[config.mk]
export PLATFORM = sky130hd
export DESIGN_NAME = khm_host_port
export DESIGN_NICKNAME = d
export VERILOG_FILES = /design/src/hdl/khm_pkg.sv /design/src/hdl/khm_quasi_pin.sv /design/src/hdl/khm_host_port.sv
export VERILOG_INCLUDE_DIRS = /design/src /design/src/hdl
export SDC_FILE = /design/constraint.sdc
export NUM_CORES = 1
export LEC_CHECK = 0
export BUFFER_PORTS_ARGS = -buffer_cell sky130_fd_sc_hd__buf_2
export CAP_MARGIN = 20
export CORE_ASPECT_RATIO = 2
export CORE_UTILIZATION = 40
export DETAILED_ROUTE_END_ITERATION = 7
export PLACE_DENSITY_LB_ADDON = 0.12
export SYNTH_ARGS = -nofsm -noshare
export SYNTH_HDL_FRONTEND = slang
export SYNTH_SLANG_ARGS = --single-unit
[constraint.sdc]
create_clock -name core_clk -period 3.7 [get_ports core_clk]
set_clock_uncertainty 0.1 [all_clocks]
set_input_delay 0.185 -clock core_clk [delete_from_list [all_inputs] [get_ports core_clk]]
set_output_delay 0.185 -clock core_clk [all_outputs]
set_load 0.02 [all_outputs]
[src/hdl/khm_cfg.svh]
// constants for the keyboard host mailbox port
`ifndef KHM_CFG_SVH
`define KHM_CFG_SVH
`define KHM_ADDR_DATA 8'h60
`define KHM_ADDR_CMD 8'h64
`define KHM_ST_OBF 0
`define KHM_ST_IBF 1
`define KHM_ST_CD 3
`define KHM_ST_RESET 8'h00
`define KHM_ST_UD_MASK 8'hf4
`define KHM_CLK_NS 5
`define KHM_QUASI_HOLD_NS 500
`define KHM_QUASI_HOLD_CYC ((`KHM_QUASI_HOLD_NS + `KHM_CLK_NS - 1) / `KHM_CLK_NS)
`endif

[src/hdl/khm_pkg.sv]
// types for the keyboard host mailbox port
package khm_pkg;
    typedef enum logic [2:0] {
        KHM_RUN = 3'b001,
        KHM_HALT = 3'b010,
        KHM_STOP = 3'b100
    } khm_pwr_e;
endpackage : khm_pkg

[src/hdl/khm_quasi_pin.sv]
// one quasi-bidirectional or open-drain port pin driver
`timescale 1ns/100ps
`include "khm_cfg.svh"
module khm_quasi_pin
    import khm_pkg::*;
(
    // clock and reset
    input wire logic core_clk,
    input wire logic rst,
    input wire logic clk_en,
    // control
    input wire logic port_bit,
    input wire logic open_drain,
    // pin
    output logic pin_o,
    output logic pin_oe_n
);
    typedef struct packed {
        logic last;
        logic [7:0] cnt;
    } khm_qp_s;
    khm_qp_s st_q, st_d;

    // count the strong-high window after a rising port bit
    always_comb begin
        st_d = st_q;
        st_d.last = port_bit;
        if (port_bit && !st_q.last) begin
            st_d.cnt = 8'(`KHM_QUASI_HOLD_CYC);
        end else if (st_q.cnt != 8'h00) begin
            st_d.cnt = st_q.cnt - 8'h01;
        end
        if (!port_bit) begin
            st_d.cnt = 8'h00;
        end
    end

    always_ff @(posedge core_clk) begin
        if (rst) begin
            st_q <= '0;
        end else if (clk_en) begin
            st_q <= st_d;
        end
    end

    // zero drives low; in quasi mode one drives from its first cycle, then floats; in open drain one floats
    assign pin_o = port_bit & !open_drain;
    assign pin_oe_n = !(!port_bit || (!open_drain && (!st_q.last || st_q.cnt != 8'h00)));
endmodule : khm_quasi_pin

[src/hdl/khm_host_port.sv]
// keyboard controller host mailbox: host registers, core side, irqs and pins
//
// What this block does
// data write loads buffer, clears cd, sets full
// command write loads buffer, sets cd, full
// data read; flag mode clears obf, irq
// without flag mode firmware clears irq
// core output write loads buffer, sets obf
// core input read clears ibf and interrupt
// status layout: cd, ibf, obf, user bits
// status host read-only, core writable, reset zero
// host write copies address bit two into cd
// flag mode keyboard irq follows obf gated
// direct mode keyboard irq follows port bit
// keyboard irq low after reset
// flag mode mouse irq is inverted ibf gated
// direct mode mouse irq follows port bit
// port bit drives a20 gate output
// quasi pins: brief strong high then release
// open drain: one floats, zero drives low
// keyboard/mouse pins inverted, read back
// halt stops alu; reset or write wakes
// stop kills oscillator; same exits
// two core interrupts: ibf, timer overflow
// reset lasts at least 24 clocks
// flag mode sticky until reset
`timescale 1ns/100ps
`include "khm_cfg.svh"
module khm_host_port
    import khm_pkg::*;
(
    // clock, reset, enable
    input wire logic core_clk,
    input wire logic rst,
    input wire logic clk_en,
    // host i/o cycle side
    input wire logic host_wr,
    input wire logic host_rd,
    input wire logic [7:0] host_addr,
    input wire logic [7:0] host_wdata,
    output logic [7:0] host_rdata,
    // controller core side
    input wire logic core_out_wr,
    input wire logic [7:0] core_out_data,
    input wire logic core_in_rd,
    output logic [7:0] core_in_data,
    input wire logic core_st_wr,
    input wire logic [7:0] core_st_data,
    output logic [7:0] core_status,
    input wire logic core_en_flags,
    input wire logic [7:0] core_port2_wr,
    input wire logic core_port2_we,
    input wire logic [2:0] core_quasi_bits,
    input wire logic core_open_drain,
    input wire logic core_halt,
    input wire logic core_stop,
    input wire logic core_ibf_int_en,
    input wire logic timer_ovf,
    // core power and interrupt outputs
    output logic core_alu_run,
    output logic core_osc_run,
    output logic core_wake_pulse,
    output logic core_ibf_irq,
    output logic core_timer_irq,
    // host interrupts and a20
    output logic keyboard_irq_out,
    output logic mouse_irq_out,
    output logic a20_gate_out,
    // kbd/mouse open-drain pins
    input wire logic kb_clock_pin_i,
    input wire logic kb_data_pin_i,
    input wire logic ms_clock_pin_i,
    input wire logic ms_data_pin_i,
    output logic kb_clock_pin_oe_n,
    output logic kb_data_pin_oe_n,
    output logic ms_clock_pin_oe_n,
    output logic ms_data_pin_oe_n,
    output logic kps_pin_o,
    // sense back to core
    output logic kb_clock_sense_in,
    output logic kb_data_sense_in,
    output logic ms_clock_sense_in,
    output logic ms_data_sense_in,
    // quasi pins a, b, c
    output logic [2:0] quasi_pin_o,
    output logic [2:0] quasi_pin_oe_n
);
    // ========================================
    // state
    typedef struct packed {
        logic [7:0] input_buffer_reg;
        logic [7:0] out_buf;
        logic [7:0] status;
        logic flags_en;
        logic [7:0] port2;
        khm_pwr_e pwr;
        logic wake;
        logic [7:0] rdata;
    } khm_st_s;
    khm_st_s st_q, st_d;

    // host address decode
    function automatic logic is_addr(input logic [7:0] a, input logic [7:0] ref_a);
        return a == ref_a;
    endfunction : is_addr

    logic host_dw, host_cw, host_dr, host_any_w;
    assign host_dw = host_wr && is_addr(host_addr, `KHM_ADDR_DATA);
    assign host_cw = host_wr && is_addr(host_addr, `KHM_ADDR_CMD);
    assign host_dr = host_rd && is_addr(host_addr, `KHM_ADDR_DATA);
    assign host_any_w = host_dw || host_cw;

    // ========================================
    // next-state logic
    always_comb begin
        st_d = st_q;
        st_d.wake = 1'b0;
        // core writes user bits of status
        if (core_st_wr) begin
            st_d.status = (st_q.status & ~`KHM_ST_UD_MASK) | (core_st_data & `KHM_ST_UD_MASK);
        end
        // core reads input buffer
        if (core_in_rd) begin
            st_d.status[`KHM_ST_IBF] = 1'b0;
        end
        // host read of data clears obf in flag mode
        if (host_dr && st_q.flags_en) begin
            st_d.status[`KHM_ST_OBF] = 1'b0;
        end
        // core output write wins over clearing read
        if (core_out_wr) begin
            st_d.out_buf = core_out_data;
            st_d.status[`KHM_ST_OBF] = 1'b1;
        end
        // host write; set wins over core clear
        if (host_any_w) begin
            st_d.input_buffer_reg = host_wdata;
            st_d.status[`KHM_ST_CD] = host_addr[2];
            st_d.status[`KHM_ST_IBF] = 1'b1;
        end
        if (core_en_flags) begin
            st_d.flags_en = 1'b1;
        end
        if (core_port2_we) begin
            st_d.port2 = core_port2_wr;
        end
        // host read mux
        if (is_addr(host_addr, `KHM_ADDR_DATA)) begin
            st_d.rdata = st_q.out_buf;
        end else if (is_addr(host_addr, `KHM_ADDR_CMD)) begin
            st_d.rdata = st_q.status;
        end else begin
            st_d.rdata = 8'h00;
        end
        // power modes
        case (st_q.pwr)
            KHM_RUN: begin
                if (core_stop) begin
                    st_d.pwr = KHM_STOP;
                end else if (core_halt) begin
                    st_d.pwr = KHM_HALT;
                end
            end
            KHM_HALT, KHM_STOP: begin
                if (host_any_w) begin
                    st_d.pwr = KHM_RUN;
                    st_d.wake = 1'b1;
                end
            end
            default: begin
                st_d.pwr = KHM_RUN;
            end
        endcase
    end

    // registers; reset clears state, zeroes status and returns the power mode to run
    always_ff @(posedge core_clk) begin
        if (rst) begin
            st_q <= '0;
            st_q.status <= `KHM_ST_RESET;
            st_q.pwr <= KHM_RUN;
        end else if (clk_en) begin
            st_q <= st_d;
        end
    end

    // ========================================
    // outputs
    assign host_rdata = st_q.rdata;
    assign core_in_data = st_q.input_buffer_reg;
    assign core_status = st_q.status;
    assign core_alu_run = st_q.pwr == KHM_RUN;
    assign core_osc_run = st_q.pwr != KHM_STOP;
    assign core_wake_pulse = st_q.wake;
    assign core_ibf_irq = st_q.status[`KHM_ST_IBF] && core_ibf_int_en;
    assign core_timer_irq = timer_ovf;

    // port 2 bit positions
    localparam int A20_B = 1;
    localparam int MSD_B = 2;
    localparam int MSC_B = 3;
    localparam int KBI_B = 4;
    localparam int MSI_B = 5;
    localparam int KBC_B = 6;
    localparam int KBD_B = 7;

    // host interrupts: flag mode gates, else direct
    assign keyboard_irq_out = st_q.flags_en ?
        (st_q.port2[KBI_B] && st_q.status[`KHM_ST_OBF]) : st_q.port2[KBI_B];
    assign mouse_irq_out = st_q.flags_en ?
        (st_q.port2[MSI_B] && !st_q.status[`KHM_ST_IBF]) : st_q.port2[MSI_B];
    assign a20_gate_out = st_q.port2[A20_B];

    // open-drain pins: bit one inverts to drive low
    assign kps_pin_o = 1'b0;
    assign kb_clock_pin_oe_n = !st_q.port2[KBC_B];
    assign kb_data_pin_oe_n = !st_q.port2[KBD_B];
    assign ms_clock_pin_oe_n = !st_q.port2[MSC_B];
    assign ms_data_pin_oe_n = !st_q.port2[MSD_B];
    assign kb_clock_sense_in = kb_clock_pin_i;
    assign kb_data_sense_in = kb_data_pin_i;
    assign ms_clock_sense_in = ms_clock_pin_i;
    assign ms_data_sense_in = ms_data_pin_i;

    // quasi-bidirectional pins
    for (genvar i = 0; i < 3; i++) begin : g_quasi
        khm_quasi_pin u_pin (
            .core_clk(core_clk),
            .rst(rst),
            .clk_en(clk_en),
            .port_bit(core_quasi_bits[i]),
            .open_drain(core_open_drain),
            .pin_o(quasi_pin_o[i]),
            .pin_oe_n(quasi_pin_oe_n[i])
        );
    end
endmodule : khm_host_port

# Word level (Yosys, flattened, before mapping)
# Index checks and enable logic that the tools add are counted.
# Widths: inputs -> output; s select.
word_totals:
  elab_cells: 113
  regBits: 72
  out_inout_bits: 47
  inputBits: 62
classes:
  n_eq_ne: 11
  n_bitwise: 4
  reduce_logical: 54
  n_mux: 24
  addsub: 3
ops:
  columns: ["op", "count"]
  rows:
  - ["$mux 8", 11]
  - ["$reduce_bool 8->1", 3]
  - ["$sub 8x1->8 const B", 3]
  - ["$reduce_and 2->1", 11]
  - ["$eq 8x7->1 const B", 2]
  - ["$logic_not 1->1", 15]
  - ["$logic_and 1x1->1", 13]
  - ["$ne 3x1->1 const B", 3]
  - ["$mux 1", 8]
  - ["$mux 4", 2]
  - ["$or 4x8->8", 1]
  - ["$logic_or 1x1->1", 7]
  - ["$mux 3", 2]
  - ["$ne 3x3->1 const B", 2]
  - ["$pmux 3 s2", 1]
  - ["$reduce_bool 3->1", 2]
  - ["$and 1x1->1", 3]
  - ["$eq 3x1->1 const B", 1]
  - ["$eq 3x2->1 const B", 1]
  - ["$eq 3x3->1 const B", 1]
  - ["$reduce_and 3->1", 1]
  - ["$ne 2x2->1 const B", 1]
  - ["$reduce_bool 2->1", 1]
  - ["$reduce_or 2->1", 1]

# Logic depth before layout (Yosys ltp)
depth:
  word_depth: 5
  ltp_mapped: 7
  mapped_depth_nobuf: 6

# Cells and area by module
# Synthesis repeated with hierarchy kept, for this count alone.
hier_totals:
  hier_cells: 437
  area_unflattened_um2: 3582.2
modules_own_cells:
  columns: ["mod", "seq_area_each_um2", "area_per_inst_um2", "cells_per_inst", "n_inst"]
  rows:
  - ["khm_host_port", 880.8, 2043.2, 245, 1]
  - ["khm_quasi_pin", 180.2, 513.0, 64, 3]

# Worst setup path before layout
# Ideal clock, no wire load.
synth_path:
  path_kind: "register to register"
  start: "reg g_quasi[2].u_pin.st_q[0] (netlist name)"
  end: "reg g_quasi[2].u_pin.st_q[6] (netlist name)"
  path_buffers: 0
  setup_ns: 0.117
  path_stages_with_launch: 7
  required_ns: 3.483
  slack_ns: 2.003
  synth_period_minus_slack_ns: 1.697
  arrival_time_ns: 1.480
  path_cell_list: "dfxtp_1 > inv_1 > ha_1 > nand2b_4 > or4_1 > a21o_1 > a32o_1"
synth_via:
  elab_chain_cells: 4
  elab_cells_between_ends: 7
  classes_between: "add/sub: 1; eq/ne: 1; mux: 3; reduce/logical: 2"
synth_rtl:
  columns: ["element", "line", "text"]
  rows:
  - ["start, declared", "khm_quasi_pin.sv:22", "khm_qp_s st_q, st_d;"]
  - ["start signal, assigned", "khm_quasi_pin.sv:42", "st_q <= st_d;"]
  - ["$sub 8x1->8", "khm_quasi_pin.sv:31", "st_d.cnt = st_q.cnt - 8'h01;"]
  - ["$mux 8", "khm_quasi_pin.sv:30", "end else if (st_q.cnt != 8'h00) begin"]
  - ["$mux 8", "khm_quasi_pin.sv:28", "if (port_bit && !st_q.last) begin"]
  - ["$mux 8", "khm_quasi_pin.sv:33", "if (!port_bit) begin"]
# Several ways; a longest one is shown, not always the timed one. The select of a mux whose other input is x is not followed.
# A chain may end at the register's enable or synchronous reset.

# Worst setup path after layout
layout_path:
  start: "reg g_quasi[1].u_pin.st_q[0] (netlist name)"
  end: "out quasi_pin_oe_n[1]"
layout_via:
  elab_chain_cells: 5
layout_rtl:
  columns: ["element", "line", "text"]
  rows:
  - ["start, declared", "khm_quasi_pin.sv:22", null]
  - ["start signal, assigned", "khm_quasi_pin.sv:42", null]
  - ["$reduce_bool 8->1", "khm_quasi_pin.sv:48", "assign pin_oe_n = !(!port_bit || (!open_drain && (!st_q.last || st_q.cnt != 8'h00)));"]
  - ["$logic_or 1x1->1", "khm_quasi_pin.sv:48", null]
  - ["$logic_and 1x1->1", "khm_quasi_pin.sv:48", null]
  - ["$logic_or 1x1->1", "khm_quasi_pin.sv:48", null]
  - ["$logic_not 1->1", "khm_quasi_pin.sv:48", null]
  - ["end, declared", "khm_host_port.sv:86", "output logic [2:0] quasi_pin_oe_n"]
# No other way between the ends.

==> results.ini <==
[drt]
first_iter_violations = 179
viasPerCell = 5.37
drc = 0
drtPass1Iterations = 4
drt-total-wl_mm = 8.81
ant_nets = 0
wl_per_cell_um = 14.6
vias = 3230

[cts]
h-tree-depth = 3
clk_pin_slew_worst_paths_ps = 50
cts-root-buf = clkbuf_16
ctsHoldBuffers = 3
tritoncts.num_buffers = 9
clkLatencyLatePin_ps = 330
clock-sinks = 71
cts.repair.resized = 0
clk_path_buf_depth = 2
cts_setup_buffers = 0
cts_tree = yes

[floorplanning]
dieArea_um2 = 9500
die_x_um = 69.4
rows = 48
coreArea_um2 = 8710
initial_core_util_pct = 41.8
io_pins = 109
die_h_um = 137

[logic_synthesis]
syn_nets = 513
synth_top_family_by_area = simple AND/OR/NAND/NOR gates
synth-main-ff-cell = dfxtp_1
synth_edf_count = 0
seq_area_frac_synth_pct = 39.1
synth-adder-area-share_pct = 2.06
syn_avg_cell_area_um2 = 8.17
syn_inst = 445
synth-seq-cells = 71
syn-cell-area_um2 = 3640
synthXorXnorAreaFrac_pct = 0.482
synth_async_sr_flop_share_pct = 0
ys.warnings.count = 0
yosys.area_share.simple_pct = 24.8
synth-compound-area-share_pct = 17.8
synth.area.mux_share_pct = 3.85
synth.distinct_cells = 59

[sta]
finalSetupTns_ps = 0
finalSetupViolations = 0
rsz0062_at_grt = false
drv_slew = 0
fmax_ghz = 0.476
tightestPinTransition_ps = 718
slew_headroom_pct = 52.1
period_minus_slack_ps = 2100
post-route-period-util_pct = 56.8
hold_violations = 0
timing.hold.ws_ps = 9.84

[worst_setup_path]
critPathCaptureType = output port
worstPathRequired_ps = 3410
r2r_setup_slack_ps = 1880
critPathLaunchType = register
critPathMaxFanout = 5
crit_type = reg2out
arrival_ps = 1820

[final_layout]
drive_gt1_share_pct = 25.7
layout_commonest_cell = buf_2
finalNonFillerCells = 602
nets = 565
area_delta_synth_final_pct = 15.5
final_cell_mix = 93 x buf_2, 71 x dfxtp_1, 62 x nand2_1
num_antenna_cells = 0

[worst_hold_path]
hold_path_class = in2reg

[placement]
dp_hpwl_mm = 6.27
portBuffers = 93
dp.cells = 583
gp_congestion = 0.747

[power_and_ir_drop]
power_density_nw_per_um2 = 455
leakagePower_nw = 1.77
ir_worst_vdd_mv = 0.278

[flow_run]
cap_viol_max_count = 0

[grt]
grt.total_usage_pct = 19.2
grt_pass1_wl_mm = 14.5
grt_overflow = 0
grt_max_degree = 64
antenna_found_initial = 0
grt_pass1_vias = 3033

[run_status]
status = complete, no violations

-- power by group --
group / total, mW / switching, mW / leakage (nW) / internal (mW)
Clock: 0.847 / 0.310 / 0.146 / 0.537
Combinational: 0.244 / 0.143 / 1.04 / 0.101
Sequential: 0.823 / 0.0294 / 0.578 / 0.793
-- flip-flops by register name (all words and copies together), names as in the netlist --
name and count:
core_in_data 8, core_wake_pulse 1, a20_gate_out 1, g_quasi.u_pin.st_q 27
st_q 18, core_status 8, host_rdata 8
-- worst max-delay path, stage by stage, from the launching register on --
cell     delay (ps)
dfxtp_1         320
inv_1           110
ha_1            200
nor3b_1         260
nand2_1         180
o21ai_0         220
buf_2           200
-- cells by family (layout without fill, tap and decap cells) --
kind of cell,Yosys count,in the layout
AND/OR/NAND/NOR,174,174
AO/OA/AOI/OAI,103,103
buffers and inverters,75,132
flip-flops,71,71
multiplexers,13,13
adder cells (fa/ha/maj),6,6
XOR/XNOR,2,2
other,1,1
-- per-stage QoR --
stage,total power [mW],setup WS [ps],cell area (µm²),utilization (%)
floorplan,1.02,2000,3640,-
global placement,1.08,1900,3880,44.6
detailed placement,1.08,1870,3880,44.6
CTS,1.94,1570,4200,48.2
global route,2.00,1440,4200,48.2
finish,1.91,1600,4200,48.2
-- final cells by class --
type / count / area, µm²
Multi-Input combinational cell: 299 / 1790
Sequential cell: 71 / 1420
Clock buffer: 12 / 246
Fill cell: 874 / 4510
Timing Repair Buffer: 98 / 510
Inverter: 18 / 67.6
Tap cell: 100 / 125
Clock inverter: 4 / 45.0
-- path summary, 6_finish.rpt --
path	start	endpoint	cells past startpoint
worst max register to register	g_quasi[2].u_pin.st_q[0]$_SDFFE_PP0P_	g_quasi[2].u_pin.st_q[6]$_SDFFE_PP0P_	6
worst min-delay path	host_wdata[7]	core_in_data[7]$_SDFFE_PP0P_	3
worst min register to register	st_q[17]$_SDFFE_PP0P_	st_q[17]$_SDFFE_PP0P_	2
worst max-delay path	g_quasi[1].u_pin.st_q[0]$_SDFFE_PP0P_	quasi_pin_oe_n[1]	6
-- layer usage --
metal / wire (µm) / vias to the layer above / share of wire [%] / global-route usage, %
met5: 0 / - / 0 / 0
met4: 126 / 0 / 1.4 / 8.62
met3: 285 / 9 / 3.2 / 4.12
met2: 4870 / 80 / 55 / 35.0
met1: 3530 / 1506 / 40 / 20.9
li1: - / 1635 / - / -
-- synth_stat cells (6+ instances only) --
library cell / count / area [µm²]
mux2_2: 8 / 90.1
dfxtp_1: 71 / 1420
nand3_1: 34 / 170
nor3_1: 8 / 40.0
nand2_1: 62 / 233
inv_1: 17 / 63.8
nor2_1: 28 / 105
a22oi_1: 10 / 75.1
a21oi_1: 48 / 240
buf_2: 8 / 40.0
o21ai_0: 13 / 65.1
ha_1: 6 / 75.1
buf_4: 37 / 278
clkbuf_1: 8 / 30.0
(Power assumes the default switching activity.)
